--- config.mk ---
export PLATFORM = sky130hd
export DESIGN_NAME = pfdm_top
export DESIGN_NICKNAME = d
export VERILOG_FILES = /design/src/pkg/pfdm_pkg.sv /design/src/hdl/pfdm_top.sv /design/src/hdl/pfdm_out_guard.sv
export VERILOG_INCLUDE_DIRS = /design/src /design/src/pkg
export SDC_FILE = /design/constraint.sdc
export NUM_CORES = 2
export LEC_CHECK = 0
export ABC_AREA = 1
export BUFFER_PORTS_ARGS = -buffer_cell sky130_fd_sc_hd__buf_2
export CORE_ASPECT_RATIO = 0.5
export CORE_MARGIN = 4
export CORE_UTILIZATION = 45
export DETAILED_ROUTE_END_ITERATION = 16
export SLEW_MARGIN = 20
export SYNTH_ARGS = -nofsm -noshare
export SYNTH_HDL_FRONTEND = slang
export SYNTH_SLANG_ARGS = --single-unit
--- constraint.sdc ---
create_clock -name core_clk -period 2.85 [get_ports core_clk]
set_clock_uncertainty 0.2 [all_clocks]
set_input_delay 0.1425 -clock core_clk [delete_from_list [all_inputs] [get_ports core_clk]]
set_output_delay 0.1425 -clock core_clk [all_outputs]
set_load 0.005 [all_outputs]
--- src/pkg/pfdm_regs.svh ---
// constants of the port fault and diagnostic manager
// assumes a single 200 MHz core clock and a synchronous reset
`ifndef PFDM_REGS_SVH
`define PFDM_REGS_SVH

`define PFDM_N_PORTS      8
`define PFDM_MAP_N        16
`define PFDM_CLK_NS       5
`define PFDM_TICK_NS      1000000
`define PFDM_MS_CYCLES    (`PFDM_TICK_NS / `PFDM_CLK_NS)
`define PFDM_MASK_MS_RST  8'h50
`define PFDM_RETRY_MS     100
`define PFDM_BLINK_MS     250

`define PFDM_CH_GLOBAL    16'h8000
`define PFDM_CODE_SHORT   16'h1810
`define PFDM_CODE_NODEV   16'h1800
`define PFDM_CODE_PARAM   16'h0010
`define PFDM_CODE_MAP     16'h011A
`define PFDM_CODE_LEN     16'h17FF
`define PFDM_CODE_SIM     16'h000A
`define PFDM_CODE_INT     16'h0009

// diagnostic slot indices after the two per-port groups
`define PFDM_IDX_PARAM    0
`define PFDM_IDX_MAP      1
`define PFDM_IDX_LEN      2
`define PFDM_IDX_SIM      3
`define PFDM_IDX_INT      4
`define PFDM_N_GLOBAL     5

`endif

--- src/pkg/pfdm_pkg.sv ---
// types of the port fault and diagnostic manager
// used by the output guard and the top module
package pfdm_pkg;

  typedef enum logic [2:0] {
    G_IDLE = 3'b001,
    G_ON   = 3'b010,
    G_TRIP = 3'b100
  } pfdm_guard_e;

  typedef struct packed {
    logic       valid;
    logic [5:0] bit_pos;
  } pfdm_map_s;

  typedef struct packed {
    logic        appear;
    logic [15:0] channel;
    logic [15:0] code;
  } pfdm_diag_s;

endpackage

--- src/hdl/pfdm_top.sv ---
// port fault and diagnostic manager for eight ports
// assumes all inputs synchronous to core_clk; controller drains diag_msg
`timescale 1ns/100ps
`include "pfdm_regs.svh"
module pfdm_top #(
  parameter int N_PORTS   = `PFDM_N_PORTS,
  parameter int MAP_N     = `PFDM_MAP_N,
  parameter int MS_CYCLES = `PFDM_MS_CYCLES,
  parameter int RETRY_MS  = `PFDM_RETRY_MS,
  parameter int BLINK_MS  = `PFDM_BLINK_MS
) (
  // clock and reset
  input  wire logic                          core_clk,
  input  wire logic                          sys_rst,
  // configuration
  input  wire logic [N_PORTS-1:0]            restart_on_reset,
  input  wire logic [N_PORTS-1:0][7:0]       mask_ms,
  input  wire logic                          pull_alarm_en,
  input  wire logic                          port_diag_en,
  input  wire logic                          input_fraction_en,
  // second-channel outputs
  input  wire logic [N_PORTS-1:0]            out_cmd,
  input  wire logic [N_PORTS-1:0]            out_fault,
  output logic      [N_PORTS-1:0]            out_drive,
  // attached devices
  input  wire logic [N_PORTS-1:0]            link_communication_state,
  input  wire logic [N_PORTS-1:0]            dev_present,
  input  wire logic [N_PORTS-1:0]            dev_wrong,
  input  wire logic [N_PORTS-1:0]            cq_short,
  input  wire logic [N_PORTS-1:0][7:0]       cfg_len,
  input  wire logic [N_PORTS-1:0][7:0]       det_len,
  // master conditions
  input  wire logic                          param_invalid,
  input  wire pfdm_pkg::pfdm_map_s [MAP_N-1:0] map_table,
  input  wire logic                          force_active,
  input  wire logic                          internal_fault,
  // indicators and alarms
  output logic      [N_PORTS-1:0]            port_fault_lamp,
  output logic      [N_PORTS-1:0]            link_lamp_green,
  output logic      [N_PORTS-1:0]            pull_alarm,
  // diagnostic stream
  output logic                               diag_valid,
  input  wire logic                          diag_ready,
  output pfdm_pkg::pfdm_diag_s               diag_msg
);

  localparam int N_DIAG = 2 * N_PORTS + `PFDM_N_GLOBAL;
  localparam int G_BASE = 2 * N_PORTS;
  localparam int MS_W   = $clog2(MS_CYCLES + 1);
  localparam int IDX_W  = $clog2(N_DIAG + 1);

  logic [MS_W-1:0]    ms_cnt;
  logic               ms_tick;
  logic [15:0]        blink_cnt;
  logic               blink;
  logic [N_PORTS-1:0] out_rpt;
  logic [N_PORTS-1:0] dev_missing;
  logic [N_PORTS-1:0] link_err;
  logic [N_PORTS-1:0] len_bad;
  logic [N_DIAG-1:0]  diag_act;
  logic [N_DIAG-1:0]  reported;
  logic [IDX_W-1:0]   scan_idx;
  logic [IDX_W-1:0]   msg_idx;

  // duplicate bit position among valid mapping entries
  function automatic logic map_dup(input pfdm_pkg::pfdm_map_s [MAP_N-1:0] tbl);
    logic dup;
    dup = 1'b0;
    for (int i = 0; i < MAP_N; i++) begin
      for (int j = i + 1; j < MAP_N; j++) begin
        if (tbl[i].valid && tbl[j].valid && tbl[i].bit_pos == tbl[j].bit_pos) dup = 1'b1;
      end
    end
    return dup;
  endfunction

  // channel and code of one diagnostic slot
  function automatic pfdm_pkg::pfdm_diag_s diag_desc(input int idx, input logic appear);
    pfdm_pkg::pfdm_diag_s d;
    d.appear  = appear;
    d.channel = `PFDM_CH_GLOBAL;
    d.code    = `PFDM_CODE_INT;
    if (idx < N_PORTS) begin
      d.channel = 16'(idx + 1);
      d.code    = `PFDM_CODE_SHORT;
    end else if (idx < G_BASE) begin
      d.channel = 16'(idx - N_PORTS + 1);
      d.code    = `PFDM_CODE_NODEV;
    end else begin
      case (idx - G_BASE)
        `PFDM_IDX_PARAM: d.code = `PFDM_CODE_PARAM;
        `PFDM_IDX_MAP:   d.code = `PFDM_CODE_MAP;
        `PFDM_IDX_LEN:   d.code = `PFDM_CODE_LEN;
        `PFDM_IDX_SIM:   d.code = `PFDM_CODE_SIM;
        default:         d.code = `PFDM_CODE_INT;
      endcase
    end
    return d;
  endfunction

  // millisecond enable
  always_ff @(posedge core_clk) begin
    if (sys_rst || ms_tick) ms_cnt <= '0;
    else ms_cnt <= ms_cnt + MS_W'(1);
  end
  assign ms_tick = (ms_cnt == MS_W'(MS_CYCLES - 1));

  // indicator blink rate
  always_ff @(posedge core_clk) begin
    if (sys_rst) begin
      blink_cnt <= 16'h0000;
      blink     <= 1'b0;
    end else if (ms_tick) begin
      if (blink_cnt == 16'(BLINK_MS - 1)) begin
        blink_cnt <= 16'h0000;
        blink     <= ~blink;
      end else begin
        blink_cnt <= blink_cnt + 16'h0001;
      end
    end
  end

  for (genvar p = 0; p < N_PORTS; p++) begin : g_port
    pfdm_out_guard #(
      .RETRY_MS (RETRY_MS)
    ) u_guard (
      .core_clk         (core_clk),
      .sys_rst          (sys_rst),
      .ms_tick          (ms_tick),
      .restart_on_reset (restart_on_reset[p]),
      .mask_ms          (mask_ms[p]),
      .out_cmd          (out_cmd[p]),
      .out_fault        (out_fault[p]),
      .out_drive        (out_drive[p]),
      .fault_rpt        (out_rpt[p])
    );
  end

  // attached device errors in communication state
  assign dev_missing = link_communication_state & ~dev_present;
  assign link_err    = link_communication_state & (~dev_present | dev_wrong | cq_short);

  // length check, fraction policy tolerates longer device data
  always_comb begin
    for (int p = 0; p < N_PORTS; p++) begin
      len_bad[p] = link_communication_state[p] & dev_present[p] & ~dev_wrong[p] &
                   (input_fraction_en ? (cfg_len[p] > det_len[p]) : (cfg_len[p] != det_len[p]));
    end
  end

  // active diagnostic set, follows causes both ways
  always_ff @(posedge core_clk) begin
    if (sys_rst) begin
      diag_act <= '0;
    end else begin
      diag_act[N_PORTS-1:0]                <= out_rpt;
      // no device slots when pull alarm is on or port diagnostics are off
      diag_act[G_BASE-1:N_PORTS]           <= link_err & {N_PORTS{~pull_alarm_en & port_diag_en}};
      diag_act[G_BASE + `PFDM_IDX_PARAM]   <= param_invalid;
      diag_act[G_BASE + `PFDM_IDX_MAP]     <= map_dup(map_table);
      diag_act[G_BASE + `PFDM_IDX_LEN]     <= |len_bad;
      diag_act[G_BASE + `PFDM_IDX_SIM]     <= force_active;
      diag_act[G_BASE + `PFDM_IDX_INT]     <= internal_fault;
    end
  end

  // report each appear and withdraw as a message
  always_ff @(posedge core_clk) begin
    if (sys_rst) begin
      reported   <= '0;
      scan_idx   <= '0;
      msg_idx    <= '0;
      diag_valid <= 1'b0;
      diag_msg   <= '0;
    end else if (diag_valid) begin
      if (diag_ready) begin
        reported[msg_idx] <= diag_msg.appear;
        diag_valid        <= 1'b0;
      end
    end else begin
      if (diag_act[scan_idx] != reported[scan_idx]) begin
        diag_valid <= 1'b1;
        msg_idx    <= scan_idx;
        diag_msg   <= diag_desc(int'(scan_idx), diag_act[scan_idx]);
      end
      scan_idx <= (scan_idx == IDX_W'(N_DIAG - 1)) ? '0 : scan_idx + IDX_W'(1);
    end
  end

  // lamps and pull alarms
  always_ff @(posedge core_clk) begin
    if (sys_rst) begin
      port_fault_lamp <= '0;
      link_lamp_green <= '0;
      pull_alarm      <= '0;
    end else begin
      // red on output fault or wrong or shorted device, kept off while missing
      port_fault_lamp <= ~dev_missing & (out_rpt | (link_err & ~dev_missing));
      link_lamp_green <= (dev_missing & {N_PORTS{blink}}) |
                         (link_communication_state & dev_present & ~link_err);
      // pull alarm for missing or faulty device
      pull_alarm      <= link_err & {N_PORTS{pull_alarm_en}};
    end
  end
endmodule // pfdm_top

--- src/hdl/pfdm_out_guard.sv ---
// one second-channel output: protection, restart policy, turn-on masking
// assumes a one-cycle ms_tick from the top's divider
`timescale 1ns/100ps
`include "pfdm_regs.svh"
module pfdm_out_guard #(
  parameter int RETRY_MS = `PFDM_RETRY_MS
) (
  // clock and reset
  input  wire logic       core_clk,
  input  wire logic       sys_rst,
  input  wire logic       ms_tick,
  // configuration
  input  wire logic       restart_on_reset,
  input  wire logic [7:0] mask_ms,
  // channel
  input  wire logic       out_cmd,
  input  wire logic       out_fault,
  output logic            out_drive,
  output logic            fault_rpt
);

  pfdm_pkg::pfdm_guard_e state;
  pfdm_pkg::pfdm_guard_e next_state;
  logic                  drive_prev;
  logic [8:0]            mask_cnt;
  logic [15:0]           retry_cnt;
  logic                  rise;
  logic                  fault_seen;
  logic                  retry_done;

  assign rise       = out_drive & ~drive_prev;
  assign fault_seen = out_drive & out_fault & (mask_cnt == 9'h000) & ~rise;
  assign retry_done = ms_tick & (retry_cnt == 16'(RETRY_MS - 1));

  always_comb begin
    next_state = state;
    case (state)
      pfdm_pkg::G_IDLE: begin
        if (out_cmd) next_state = pfdm_pkg::G_ON;
      end
      pfdm_pkg::G_ON: begin
        if (!out_cmd) next_state = pfdm_pkg::G_IDLE;
        else if (fault_seen) next_state = pfdm_pkg::G_TRIP;
      end
      pfdm_pkg::G_TRIP: begin
        if (!out_cmd) next_state = pfdm_pkg::G_IDLE;
        else if (!restart_on_reset && retry_done) next_state = pfdm_pkg::G_ON;
      end
      default: next_state = pfdm_pkg::G_IDLE;
    endcase
  end

  always_ff @(posedge core_clk) begin
    if (sys_rst) begin
      state      <= pfdm_pkg::G_IDLE;
      out_drive  <= 1'b0;
      drive_prev <= 1'b0;
    end else begin
      state      <= next_state;
      out_drive  <= (next_state == pfdm_pkg::G_ON);
      drive_prev <= out_drive;
    end
  end

  always_ff @(posedge core_clk) begin
    if (sys_rst) mask_cnt <= 9'h000;
    else if (rise) mask_cnt <= {1'b0, mask_ms} + {8'h00, (mask_ms != 8'h00)};
    else if (ms_tick && mask_cnt != 9'h000) mask_cnt <= mask_cnt - 9'h001;
  end

  always_ff @(posedge core_clk) begin
    if (sys_rst || state != pfdm_pkg::G_TRIP) retry_cnt <= 16'h0000;
    else if (retry_done) retry_cnt <= 16'h0000;
    else if (ms_tick) retry_cnt <= retry_cnt + 16'h0001;
  end

  // short report, set wins, withdrawn when idle or once clean while on
  always_ff @(posedge core_clk) begin
    if (sys_rst) fault_rpt <= 1'b0;
    else if (state == pfdm_pkg::G_ON && fault_seen) fault_rpt <= 1'b1;
    else if (state == pfdm_pkg::G_IDLE) fault_rpt <= 1'b0;
    else if (state == pfdm_pkg::G_ON && mask_cnt == 9'h000 && !out_fault && !rise)
      fault_rpt <= 1'b0;
  end
endmodule // pfdm_out_guard

==> qor.yml <==
outcome: "finished, final reports clean"
io_buffers: 431
track_usage_pct: 41.67
critical_path_class: "reg -> reg"
fp.dieW_um: 395.3
place.gp.congestion: 1.116
ys.warnings.count: 0
setup_slack_ns: 0.1281
cp.required_ns: 3.12
synthArstFlopShare_pct: 0
hp-class: "in -> reg"
drtPass1Iterations: 8
gr-usage-met2_pct: 63.80
max_slew_margin_pct: 38.04
path_max_fanout: 6
p_leak_nw: 19.79
cts-buffers-inserted: 40
cp_cell_sequence: "ha_2 -> nand2_1 -> inv_2 -> nand2_2 -> nor3_4 -> inv_2 -> nor2_4 -> buf_12 -> nand2_2 -> o21ai_2 -> nand2_1 -> dlygate4sd3_1 -> nor3_1"
grtUsageMet1_pct: 51.92
synth_cell_types: 60
switchingPower_mw: 6.197
cts_sinks: 377
viasPerCell: 5.691
critPathCaptureType: "flip-flop"
num-nets-final: 6911
post-route-min-period_ns: 2.722
antenna_found_initial: 9
tns_ns: 0
synth-edff-count: 0
ys_ff_latch: 377
syn-cell-area_mm2: 0.03375
power_density_mw_per_mm2: 407.9
drv_cap: 0
whs_ns: 0.03095
hpwlAfterDp_mm: 125.8
clk_root_buffer_cell: "clkbuf_16"
hold_viol: 0
tritoncts: "yes"
final-setup-viol-count: 0
io_pins: 435
synth_area_per_cell_um2: 5.808
peakVddDrop_mv: 0.3805
busiest_layer: "met2"
worst_path_max_delay_cell: "dlygate4sd3_1"
pre_cts_ws_ns: 0.3142
fmax_ghz: 0.3674
ys_seq_area_share_pct: 22.36
p_comb_share_pct: 33.7
use_met3_pct: 12.72
clock_latency_ns: 0.55
power_frac_clock_pct: 32.3
grt_max_degree: 73
vias: 42510
grt_pass1_vias: 40120
tightest_slew_ns: 0.9284
synthCells: 5810
ant_nets: 0
drive_gt1_share_pct: 13.97
placementRows: 70
core_region_area_mm2: 0.07366
drt-initial-drc-count: 5081
routedWlPerCell_um: 23.34
htree_levels: 2
start_kind: "flip-flop"
finalCritPeriodShare_pct: 95.51
ys.flop_type: "dfxtp_1"
grt_pass1_wl_mm: 252.8
seqPwrFrac_pct: 33.9
start_util_pct: 45.82
finalMaxSlewViolations: 0
area_growth_pct: 22.22
p_int_mw: 10.63
path_clk_slew_ns: 0.07
swShare_pct: 36.84
cts.path.max_buffers: 3
fp.dieH_um: 201.6
drc: 0
arrival_ns: 3.00
dieArea_mm2: 0.07971
wl_mm: 174.3
critPathMaxStageDelay_ns: 0.57
grt_overflow: 0
==> area by class of cell <==
cell class	instances	area, µm²
diodes	5	12.51
clock buffers	49	1085
clock inverters	22	280.3
fillers	7225	32410
inverters	639	2402
multi-input cells	4458	22260
flip-flops and latches	377	7548
well taps	1008	1261
repair buffers	912	6397
==> power by group through the flow <==
stage / clock, mW / combinational (mW) / sequential [mW]
after floorplan: 0 / 3.36 / 5.75
after global placement: 0 / 5.18 / 5.80
after detailed placement: 0 / 5.22 / 5.82
after CTS: 5.50 / 5.42 / 5.70
after global routing: 5.74 / 6.09 / 5.74
final: 5.44 / 5.68 / 5.71
==> Yosys cell counts (86+ instances only) <==
library cell	n	area, µm²
nand2_1	1946	7305
nor2_1	666	2500
inv_1	593	2226
dfxtp_1	377	7547
a21oi_1	310	1551
nand3_1	310	1551
xnor2_1	187	1638
xor2_1	185	1620
o21ai_0	167	835.8
nand4_1	146	913.4
buf_2	144	720.7
clkbuf_1	141	529.3
nor3_1	129	645.6
ha_1	114	1426
o211ai_1	86	645.6
==> final timing paths <==
check / startpoint / endpoint / slack, ns / cells past startpoint
max: ms_cnt[0] / g_port[6].u_guard.state[1] / 0.13 / 13
min: mask_ms[41] / g_port[5].u_guard.mask_cnt[1] / 0.03 / 7
max reg2reg: ms_cnt[0] / g_port[6].u_guard.state[1] / 0.13 / 13
min reg2reg: ms_cnt[0] / ms_cnt[0] / 0.23 / 1
==> stage by stage <==
| stage | util (%) | power, mW | instances | instance area [µm²] |
|---|---|---|---|---|
| finish | 55.99 | 16.82 | 7470 | 41240 |
| global route | 55.99 | 17.57 | 7469 | 41240 |
| CTS | 55.71 | 16.63 | 7454 | 41030 |
| detailed placement | 51.45 | 11.03 | 7206 | 37900 |
| global placement | 51.45 | 10.99 | 7206 | 37900 |
| floorplan | - | 9.118 | 5812 | 33750 |
==> cell families after synthesis <==
| logic type | count (synthesis) | synth area share [%] |
|---|---|---|
| other | 1 | 0.01111 |
| XOR/XNOR | 372 | 9.654 |
| AO/OA/AOI/OAI | 662 | 11.23 |
| flip-flops | 377 | 22.36 |
| adder cells (fa/ha/maj) | 114 | 4.227 |
| AND/OR/NAND/NOR | 3307 | 40.62 |
| buffers and inverters | 977 | 11.90 |
==> placed cells by master (no fill, tap or decap), types with 29 or more instances in the layout <==
cell | netlist | routed
o21ai_0 | 167 | 165
dfxtp_1 | 377 | 376
inv_1 | 593 | 592
clkbuf_16 | 0 | 43
ha_1 | 114 | 112
nor2_1 | 666 | 663
xnor2_1 | 187 | 187
nor4_1 | 31 | 29
nor3_1 | 129 | 127
a21oi_1 | 310 | 310
buf_2 | 144 | 430
nand3_1 | 310 | 310
buf_4 | 30 | 292
nand4_1 | 146 | 146
o211ai_1 | 86 | 86
nand2_1 | 1946 | 1944
xor2_1 | 185 | 185
dlygate4sd3_1 | 0 | 175
==> critical path: cells and delay by family (launching register included) <==
family,cells,cell delay (ns)
and+or+nand+nor,7,0.84
buffers and inverters,4,0.88
AOI/OAI and AO/OA,1,0.19
DFF,1,0.35
adders and majority gates,1,0.18
==> timing repair <==
item / CTS / global route
setup endpoints to repair: 0 / 9
hold endpoints to repair: 164 / 0
setup buffers: 0 / 10
hold buffers: 177 / 0
resized for setup: 0 / 19
==> flip-flops by register name (all words and copies together), names as in the netlist, 5 cells and up <==
name / cells
g_port.u_guard.retry_cnt: 128
g_port.u_guard.mask_cnt: 72
g_port.u_guard.state: 24
diag_act: 21
reported: 21
ms_cnt: 18
diag_msg: 17
blink_cnt: 16
g_port.u_guard.drive_prev: 8
g_port.u_guard.fault_rpt: 8
g_port.u_guard.out_drive: 8
link_lamp_green: 8
port_fault_lamp: 8
pull_alarm: 8
msg_idx: 5
scan_idx: 5
==> routing by layer <==
layer  part of all wire, %  wire length (µm)
met5                  0.10               182
met4                   6.9             12080
met1                    39             68150
met2                    42             72820
met3                    12             21080
No activity file was read; power rests on OpenSTA's default activity.
